**src/verilog/video_switch_defines.vh**
```
// Constants for the video switch configuration and control block.
// Assumes a 10 MHz control clock and a 32-bit AXI4-Lite register bus.
`ifndef VIDEO_SWITCH_DEFINES_VH
`define VIDEO_SWITCH_DEFINES_VH
`define CLK_PERIOD_NS        100
`define TERM_PULSE_MS        100
`define TERM_PULSE_CYCLES    ((`TERM_PULSE_MS * 1000000) / `CLK_PERIOD_NS)
`define UPDATE_DELAY_CYCLES  16
`define BUS_ADDR_BASE        4'h9
`define REG_SOURCE           8'h00
`define REG_HS_MODES         8'h04
`define REG_RX_SETTINGS      8'h08
`define REG_RX_EQUALIZER     8'h0c
`define REG_TERM_PULSE       8'h10
`define REG_TX_SETTINGS      8'h14
`define REG_STATUS           8'h18
`define TX_TERM_BIT          0
`define OUTPUT_CURRENT_LEVEL_BIT           1
`define OUTPUT_PREEMPHASIS_LEVEL_LSB            2
`define RESP_OKAY            2'b00
`define RESP_DECERR          2'b11
`endif
```
**src/verilog/settings_store.v**
```verilog
// Holding register of applied settings, loaded at the end of an update window.
// Assumes the load strobe is on the same clock as the data.
`timescale 1ns/1ns
module settings_store #(
    parameter WIDTH = 40
) (
    input  wire             aclk,
    input  wire             aresetn,
    input  wire             load,
    input  wire [WIDTH-1:0] wdata,
    output reg  [WIDTH-1:0] rdata
);
    // Applied state clears under reset and follows the staged value on load.
    always @(posedge aclk) begin
        if (!aresetn) begin
            rdata <= {WIDTH{1'b0}};
        end else if (load) begin
            rdata <= wdata;
        end
    end
endmodule // settings_store

```
**src/verilog/video_switch_config_control.v**
```verilog
// Configuration and control logic of a four-input, one-output video link switch.
// Assumes strap pins are asynchronous and the register bus is AXI4-Lite on aclk.
`timescale 1ns/1ns
`include "video_switch_defines.vh"
// Operation
// - Route one of four sources to output.
// - Treat all four channels of a link alike; code has one pulse enable bit per channel.
// - Answer on one of eight bus addresses.
// - Reset returns control registers to defaults.
// - Serial access overrides straps until reset.
// - Enabled inputs lose termination for 100 ms after switch.
// - Global off bit disconnects every input termination.
// - Input terminations connected after reset.
// - Strap control keeps all terminations connected.
// - Per-channel 6 or 12 dB equalizer bits.
// - Strap equalizer pin sets all eight channels.
// - Output termination by bit or strap.
// - Output enable control tristates high-speed outputs.
// - Output termination resets from strap pin.
// - Output current resets from strap pin.
// - Four pre-emphasis levels by field or straps.
// - Strap pair selects the routed source.
// - Reset defaults equal current strap levels.
// - Writes in update window do not restart it.
module video_switch_config_control #(
    parameter [2:0]  BUS_ADDRESS_SELECT  = 3'h0,
    parameter [23:0] TERM_PULSE_CYCLES   = `TERM_PULSE_CYCLES,
    parameter [7:0]  UPDATE_DELAY_CYCLES = `UPDATE_DELAY_CYCLES
) (
    input  wire        aclk,
    input  wire        aresetn,
    input  wire [7:0]  s_axi_awaddr,
    input  wire        s_axi_awvalid,
    output wire        s_axi_awready,
    input  wire [31:0] s_axi_wdata,
    input  wire [3:0]  s_axi_wstrb,
    input  wire        s_axi_wvalid,
    output wire        s_axi_wready,
    output reg  [1:0]  s_axi_bresp,
    output reg         s_axi_bvalid,
    input  wire        s_axi_bready,
    input  wire [7:0]  s_axi_araddr,
    input  wire        s_axi_arvalid,
    output wire        s_axi_arready,
    output reg  [31:0] s_axi_rdata,
    output reg  [1:0]  s_axi_rresp,
    output reg         s_axi_rvalid,
    input  wire        s_axi_rready,
    input  wire [1:0]  strap_source_select,
    input  wire        strap_equalizer_level,
    input  wire        strap_output_term_on,
    input  wire        strap_output_enable,
    input  wire        strap_output_current_level,
    input  wire [1:0]  strap_preemphasis_level,
    output wire [6:0]  bus_address,
    output reg  [1:0]  source_select,
    output reg  [7:0]  input_equalizer_level,
    output reg  [15:0] input_term_connect,
    output reg         output_term_on,
    output reg         output_current_level,
    output reg  [1:0]  output_preemphasis_level,
    output reg         highspeed_output_enable,
    output reg         serial_mode
);
    reg  [7:0]  strap_meta;
    reg  [7:0]  strap_sync;
    reg         after_reset;
    reg  [1:0]  reg_source;
    reg         reg_hs_enable;
    reg         input_term_global_off;
    reg  [7:0]  reg_equalizer;
    reg  [15:0] input_term_pulse_enable;
    reg         reg_term_on;
    reg         reg_current;
    reg  [1:0]  reg_preemphasis;
    reg  [7:0]  window_count;
    reg  [23:0] pulse_count;
    reg  [1:0]  applied_source_d;
    reg         aw_held;
    reg         w_held;
    reg  [7:0]  aw_addr;
    reg  [31:0] w_data;
    reg  [3:0]  w_strb;
    reg  [7:0]  next_rdata;
    reg         next_rvalid_ok;
    wire        do_write;
    wire [7:0]  wbyte;
    wire [39:0] staged;
    wire [39:0] applied;
    wire        window_open;
    wire        pulse_active;
    wire [1:0]  strap_src;
    wire        strap_eq;
    wire        strap_oto;
    wire        strap_en;
    wire        strap_ocl;
    wire [1:0]  strap_pe;
    genvar      ch;

    assign bus_address = {`BUS_ADDR_BASE, BUS_ADDRESS_SELECT};
    assign strap_src   = strap_sync[1:0];
    assign strap_eq    = strap_sync[2];
    assign strap_oto   = strap_sync[3];
    assign strap_en    = strap_sync[4];
    assign strap_ocl   = strap_sync[5];
    assign strap_pe    = strap_sync[7:6];

    // Straps pass two flip-flops before use.
    always @(posedge aclk) begin
        if (!aresetn) begin
            strap_meta <= 8'h00;
            strap_sync <= 8'h00;
        end else begin
            strap_meta <= {strap_preemphasis_level, strap_output_current_level, strap_output_enable,
                           strap_output_term_on, strap_equalizer_level, strap_source_select};
            strap_sync <= strap_meta;
        end
    end

    // Write channel: address and data are taken in either order.
    assign s_axi_awready = !aw_held && !s_axi_bvalid;
    assign s_axi_wready  = !w_held && !s_axi_bvalid;
    assign do_write      = aw_held && w_held;
    assign wbyte         = w_data[7:0];

    always @(posedge aclk) begin
        if (!aresetn) begin
            aw_held      <= 1'b0;
            w_held       <= 1'b0;
            aw_addr      <= 8'h00;
            w_data       <= 32'h00000000;
            w_strb       <= 4'h0;
            s_axi_bvalid <= 1'b0;
            s_axi_bresp  <= `RESP_OKAY;
        end else begin
            if (s_axi_awvalid && s_axi_awready) begin
                aw_held <= 1'b1;
                aw_addr <= s_axi_awaddr;
            end
            if (s_axi_wvalid && s_axi_wready) begin
                w_held <= 1'b1;
                w_data <= s_axi_wdata;
                w_strb <= s_axi_wstrb;
            end
            if (do_write) begin
                aw_held      <= 1'b0;
                w_held       <= 1'b0;
                s_axi_bvalid <= 1'b1;
                case (aw_addr)
                    `REG_SOURCE, `REG_HS_MODES, `REG_RX_SETTINGS, `REG_RX_EQUALIZER,
                    `REG_TERM_PULSE, `REG_TX_SETTINGS, `REG_STATUS: s_axi_bresp <= `RESP_OKAY;
                    default: s_axi_bresp <= `RESP_DECERR;
                endcase
            end else if (s_axi_bready) begin
                s_axi_bvalid <= 1'b0;
            end
        end
    end

    // Serial registers: first access of any kind after the first cycle out of reset switches to serial mode.
    always @(posedge aclk) begin
        if (!aresetn) begin
            serial_mode             <= 1'b0;
            after_reset             <= 1'b1;
            reg_source              <= 2'h0;
            reg_hs_enable           <= 1'b0;
            input_term_global_off   <= 1'b0;
            reg_equalizer           <= 8'h00;
            input_term_pulse_enable <= 16'h0000;
            reg_term_on             <= 1'b0;
            reg_current             <= 1'b0;
            reg_preemphasis         <= 2'h0;
        end else begin
            after_reset <= 1'b0;
            if (after_reset || !serial_mode) begin
                // Defaults track strap levels until serial mode begins.
                reg_source      <= strap_src;
                reg_hs_enable   <= strap_en;
                reg_equalizer   <= {8{strap_eq}};
                reg_term_on     <= strap_oto;
                reg_current     <= strap_ocl;
                reg_preemphasis <= strap_pe;
            end
            if ((do_write || (s_axi_arvalid && s_axi_arready)) && !after_reset) begin
                serial_mode <= 1'b1;
            end
            if (do_write && w_strb[0] && !after_reset) begin
                case (aw_addr)
                    `REG_SOURCE:       reg_source <= wbyte[1:0];
                    `REG_HS_MODES:     reg_hs_enable <= wbyte[0];
                    `REG_RX_SETTINGS:  input_term_global_off <= wbyte[0];
                    `REG_RX_EQUALIZER: reg_equalizer <= wbyte;
                    `REG_TX_SETTINGS: begin
                        reg_term_on     <= wbyte[`TX_TERM_BIT];
                        reg_current     <= wbyte[`OUTPUT_CURRENT_LEVEL_BIT];
                        reg_preemphasis <= wbyte[`OUTPUT_PREEMPHASIS_LEVEL_LSB+1:`OUTPUT_PREEMPHASIS_LEVEL_LSB];
                    end
                    default: ;
                endcase
            end
            if (do_write && !after_reset && aw_addr == `REG_TERM_PULSE) begin
                if (w_strb[0]) input_term_pulse_enable[7:0]  <= w_data[7:0];
                if (w_strb[1]) input_term_pulse_enable[15:8] <= w_data[15:8];
            end
        end
    end

    // Read channel: one read at a time, answer one cycle after address.
    assign s_axi_arready = !s_axi_rvalid;
    always @* begin
        next_rdata     = 8'h00;
        next_rvalid_ok = 1'b1;
        case (s_axi_araddr)
            `REG_SOURCE:       next_rdata = {6'h00, reg_source};
            `REG_HS_MODES:     next_rdata = {7'h00, reg_hs_enable};
            `REG_RX_SETTINGS:  next_rdata = {7'h00, input_term_global_off};
            `REG_RX_EQUALIZER: next_rdata = reg_equalizer;
            `REG_TERM_PULSE:   next_rdata = 8'h00;
            `REG_TX_SETTINGS:  next_rdata = {4'h0, reg_preemphasis, reg_current, reg_term_on};
            `REG_STATUS:       next_rdata = {5'h00, pulse_active, window_open, serial_mode};
            default:           next_rvalid_ok = 1'b0;
        endcase
    end

    always @(posedge aclk) begin
        if (!aresetn) begin
            s_axi_rvalid <= 1'b0;
            s_axi_rdata  <= 32'h00000000;
            s_axi_rresp  <= `RESP_OKAY;
        end else if (s_axi_arvalid && s_axi_arready) begin
            s_axi_rvalid <= 1'b1;
            s_axi_rresp  <= next_rvalid_ok ? `RESP_OKAY : `RESP_DECERR;
            if (s_axi_araddr == `REG_TERM_PULSE) begin
                s_axi_rdata <= {16'h0000, input_term_pulse_enable};
            end else begin
                s_axi_rdata <= {24'h000000, next_rdata};
            end
        end else if (s_axi_rready) begin
            s_axi_rvalid <= 1'b0;
        end
    end

    // Update window: a change opens it, later writes do not restart it.
    assign staged      = {reg_source, reg_hs_enable, input_term_global_off, reg_equalizer, 4'h0,
                          input_term_pulse_enable, reg_term_on, reg_current, reg_preemphasis, serial_mode,
                          2'h0, after_reset};
    assign window_open = (window_count != 8'h00);
    always @(posedge aclk) begin
        if (!aresetn) begin
            window_count <= 8'h00;
        end else if (window_open) begin
            window_count <= window_count - 8'h01;
        end else if (staged != applied) begin
            window_count <= UPDATE_DELAY_CYCLES;
        end
    end

    settings_store #(
        .WIDTH(40)
    ) u_applied (
        .aclk    (aclk),
        .aresetn (aresetn),
        .load    (window_count == 8'h01),
        .wdata   (staged),
        .rdata   (applied)
    );

    // Termination pulse counter, preset on each applied source switch.
    assign pulse_active = (pulse_count != 24'h000000);
    always @(posedge aclk) begin
        if (!aresetn) begin
            pulse_count      <= 24'h000000;
            applied_source_d <= 2'h0;
        end else begin
            applied_source_d <= applied[39:38];
            if (applied[39:38] != applied_source_d) begin
                pulse_count <= TERM_PULSE_CYCLES;
            end else if (pulse_active) begin
                pulse_count <= pulse_count - 24'h000001;
            end
        end
    end

    // Applied outputs, registered.
    always @(posedge aclk) begin
        if (!aresetn) begin
            source_select            <= 2'h0;
            output_term_on           <= 1'b0;
            output_current_level     <= 1'b0;
            output_preemphasis_level <= 2'h0;
            highspeed_output_enable  <= 1'b0;
        end else begin
            source_select            <= applied[39:38];
            highspeed_output_enable  <= applied[37];
            output_term_on           <= applied[7];
            output_current_level     <= applied[6];
            output_preemphasis_level <= applied[5:4];
        end
    end

    // Per-input termination and per-channel equalizer, same logic for every lane.
    generate
        for (ch = 0; ch < 16; ch = ch + 1) begin : g_term
            always @(posedge aclk) begin
                if (!aresetn) begin
                    input_term_connect[ch] <= 1'b1;
                end else if (!applied[3]) begin
                    input_term_connect[ch] <= 1'b1;
                end else begin
                    input_term_connect[ch] <= !applied[36] &&
                        !(applied[8 + ch] && pulse_active);
                end
            end
        end
        for (ch = 0; ch < 8; ch = ch + 1) begin : g_eq
            always @(posedge aclk) begin
                if (!aresetn) begin
                    input_equalizer_level[ch] <= 1'b0;
                end else begin
                    input_equalizer_level[ch] <= applied[28 + ch];
                end
            end
        end
    endgenerate
endmodule // video_switch_config_control

```
**config.mk**
```make
export PLATFORM = sky130hd
export DESIGN_NAME = video_switch_config_control
export DESIGN_NICKNAME = d
export VERILOG_FILES = /design/src/verilog/settings_store.v /design/src/verilog/video_switch_config_control.v
export VERILOG_INCLUDE_DIRS = /design/src /design/src/verilog
export SDC_FILE = /design/constraint.sdc
export NUM_CORES = 1
export LEC_CHECK = 0
export BUFFER_PORTS_ARGS = -buffer_cell sky130_fd_sc_hd__buf_2
export CAP_MARGIN = 20
export CORE_MARGIN = 10
export CORE_UTILIZATION = 51
export CTS_CLUSTER_DIAMETER = 50
export DETAILED_ROUTE_END_ITERATION = 6
export GPL_TIMING_DRIVEN = 0
export PLACE_DENSITY = 0.74
export RECOVER_POWER = 100
export SYNTH_ARGS = -nofsm -noshare
export SYNTH_HDL_FRONTEND = slang
export SYNTH_HIERARCHICAL = 1
export SYNTH_SLANG_ARGS = --single-unit
```
**constraint.sdc**
```tcl
create_clock -name aclk -period 4 [get_ports aclk]
set_input_delay 0 -clock aclk [delete_from_list [all_inputs] [get_ports aclk]]
set_output_delay 0 -clock aclk [all_outputs]
set_load 0.02 [all_outputs]
```
==> reports/metrics.csv <==
stage,metric,value,unit
run_status,status,completed,
sta,timing.hold.ws,5.48,ps
layout,diodes,0,
cts,numCtsBuffers,23,
detailed_routing,first_pass_iters,5,
sta,skew,12.3,ps
layout,areaGrowthSynthToFinish,24.0,%
sta,worst_slew_margin_rel,0.399,
sta,fmax,338,MHz
synth,synth.distinct_cells,54,
cts,h-tree-depth,1,
critical_path,required,4420,ps
pwr,p_leak,3.97,nW
sta,fin_crit_sh,0.740,
hold_path,hp-class,in -> reg,
cts,insertion_delay,500,ps
cts,path_clk_slew,60,ps
detailed_routing,drt_iter0_markers,499,
synth,syn_area,8310,µm²
cts,clock_path_buffers,3,
grt,grt_use_total,0.197,
grt,grt_max_degree,14,
flow_run,maxCapViolations,0,
detailed_routing,drt_wl_total,22500,µm
sta,hold_violations,0,
sta,fin_crit,2960,ps
grt,grt_pass1_vias,6795,
critical_path,cp_max_fo,10,
grt,grt_pass1_wl,35300,µm
floorplanning,die-height,148,µm
synth,seq_area_frac_synth,0.484,
hold_path,min_to,w_data[0],
cts,clock_sinks,201,
floorplanning,core-area,15900,µm²
cts,cts_hold_buf,49,
critical_path,reg2reg_from,pulse_count[11],
synth,ys_warn_count,6,
critical_path,rr_worst_depth,7,
pwr,cellPowerDensity,588,nW/µm²
sta,finalSetupTns,0,ps
critical_path,critical_path_class,reg -> reg,
layout,multi_input_area,3920,µm²
synth,synth_most_common_cell,dfxtp_1,
synth,synth.avg_cell_area,9.28,µm²
sta,worst_slack,1040,ps
grt,grt-ovfl-total,0,
synth,yosys_most_used_dff,dfxtp_1,
placed_design,pre_cts_slack,1180,ps
critical_path,start_kind,register,
critical_path,r2r_slack,1040,ps
floorplanning,rows,46,
sta,worst_slew_pin_slew,902,ps
placed_design,gp_congestion,0.950,
synth,ys_async_sr_fraction,0,
sta,drv_slew,0,
layout,seqCellArea,4020,µm²
floorplanning,fp.dieW,148,µm
floorplanning,start_util,0.521,
pwr,ir_worst_vdd,0.407,mV
synth,ys_top_cells_by_count,"dfxtp_1, nand2_1, a21oi_1, mux2i_1, nor2_1",
layout,final_nets,1169,
placed_design,dp.cells,1240,
grt,antenna_found_initial,0,
detailed_routing,antenna_left,0,
cts,cts-root-buf,clkbuf_16,
detailed_routing,drcViolationCount,0,
placed_design,port_buffers,102,
sta,setup_viol,0,
synth,synth_cells,895,
floorplanning,die_area,21800,µm²
layout,post-route-util,0.646,
detailed_routing,routed-via-count,7028,
synth,synthTopCellsByArea,"dfxtp_1, mux2i_1, a21oi_1, xnor2_1, nand2_1",
layout,stdcell_count,1329,
placed_design,hpwl,16200,µm
synth,ys_seq_elements,201,
critical_path,endpoint_kind,register,
detailed_routing,via_per_inst,5.29,
layout,num-fill-cells,1371,
hold_path,holdPathStages,4,
cts,cts_setup_buffers,0,
critical_path,reg2reg_to,pulse_count[9],
synth,synth_top_cell_by_area,dfxtp_1,
cts,cts_resized,0,
sta,rsz0062_at_grt,no,
critical_path,crit_arrival,3380,ps
floorplanning,io_pins,147,
detailed_routing,routedWlPerCell,16.9,µm
cts,cts_tree,yes,
synth,synth_top_area_share,0.484,
hold_path,worstHoldStart,s_axi_wvalid,
synth,synth_edf_count,0,
layout,drive_gt1_frac,0.123,
==> cell usage in the layout (no fill, tap or decap), types with 8 or more instances in the layout <==
cell           Yosys  routed
nor2_1            62      62
xor2_1            10      10
a211oi_1          12      12
buf_2              1      46
nand3_1           19      19
or3_1              8       8
clkbuf_8           0       8
or4_1              9       9
conb_1             2      29
o21ai_0           24      24
dlygate4sd3_1      0      49
xnor2_1           37      37
dfxtp_1          201     201
nor3_1            15      15
clkbuf_16          0      23
nand2b_1           9       9
nand2_1           82      82
a21oi_1           81      81
and2_1            34      22
clkbuf_1          39     105
or2_2             20      20
mux2i_1           66      66
and2_0             0      12
nand4_1           17      17
nor2b_1           45      45
buf_4             25      25
==> report_power, final <==
part	internal (mW)	switching [mW]
Sequential	2.20	0.193
Combinational	0.664	0.922
Clock	1.27	0.804
==> worst max-delay path, stage by stage, from the launching register on <==
cell and delay, ps:
dfxtp_1 340, or4_4 540, nand4bb_1 400, o21ai_0 430, clkbuf_1 380, clkbuf_1 440, o21ai_0 150, a31oi_1 170
==> layer usage <==
layer,share of wire,track usage,up-vias
met5,0,0,-
met2,0.48,0.338,259
li1,-,-,3437
met3,0.078,0.0379,45
met4,0.025,0.0634,0
met1,0.42,0.244,3287
==> worst max path at each step <==
stage                          startpoint         endpoint  slack, ps  cells after the start
final                     pulse_count[11]   pulse_count[9]       1040                      7
after global routing      pulse_count[16]  pulse_count[23]        920                      7
after CTS                 pulse_count[16]   pulse_count[9]       1140                      7
after detailed placement  pulse_count[16]   pulse_count[9]       1180                      7
after global placement    pulse_count[16]   pulse_count[9]       1180                      7
after floorplan            pulse_count[4]  pulse_count[23]       1620                      6
==> cell type report <==
cell class / instances / share of cell area
Inverter: 8 / 0.00292
Timing Repair Buffer: 151 / 0.0903
Multi-Input combinational cell: 641 / 0.380
Sequential cell: 201 / 0.391
Clock inverter: 6 / 0.00632
Buffer: 72 / 0.0355
Clock buffer: 34 / 0.0677
Tap cell: 216 / 0.0262
==> metrics by stage <==
stage	total power, mW	area [µm²]
3_3_place_gp	3.96	9190
5_1_grt	6.37	10300
2_1_floorplan	3.64	8410
3_5_place_dp	4.01	9190
4_1_cts	6.12	10400
6_report	6.05	10300
==> logic make-up after synthesis <==
| family | synth area share |
|---|---|
| buf+inv | 0.0563 |
| simple gates | 0.212 |
| fa+ha+maj | 0.00602 |
| mux | 0.0836 |
| flops | 0.484 |
| compound gates | 0.107 |
| other cells | 0.000904 |
| xor+xnor | 0.0495 |
==> sequential cells by signal, summed over array words and instances (netlist names), 2 cells and up <==
| signal | cells |
|---|---|
| u_applied/rdata | 40 |
| w_strb | 2 |
| strap_meta | 8 |
| reg_preemphasis | 2 |
| output_preemphasis_level | 2 |
| window_count | 8 |
| w_data | 16 |
| input_term_connect | 16 |
| strap_sync | 8 |
| reg_source | 2 |
| source_select | 2 |
| reg_equalizer | 8 |
| s_axi_rdata | 16 |
| aw_addr | 8 |
| pulse_count | 24 |
| input_term_pulse_enable | 16 |
| input_equalizer_level | 8 |
Power figures use the tool's default switching activity.
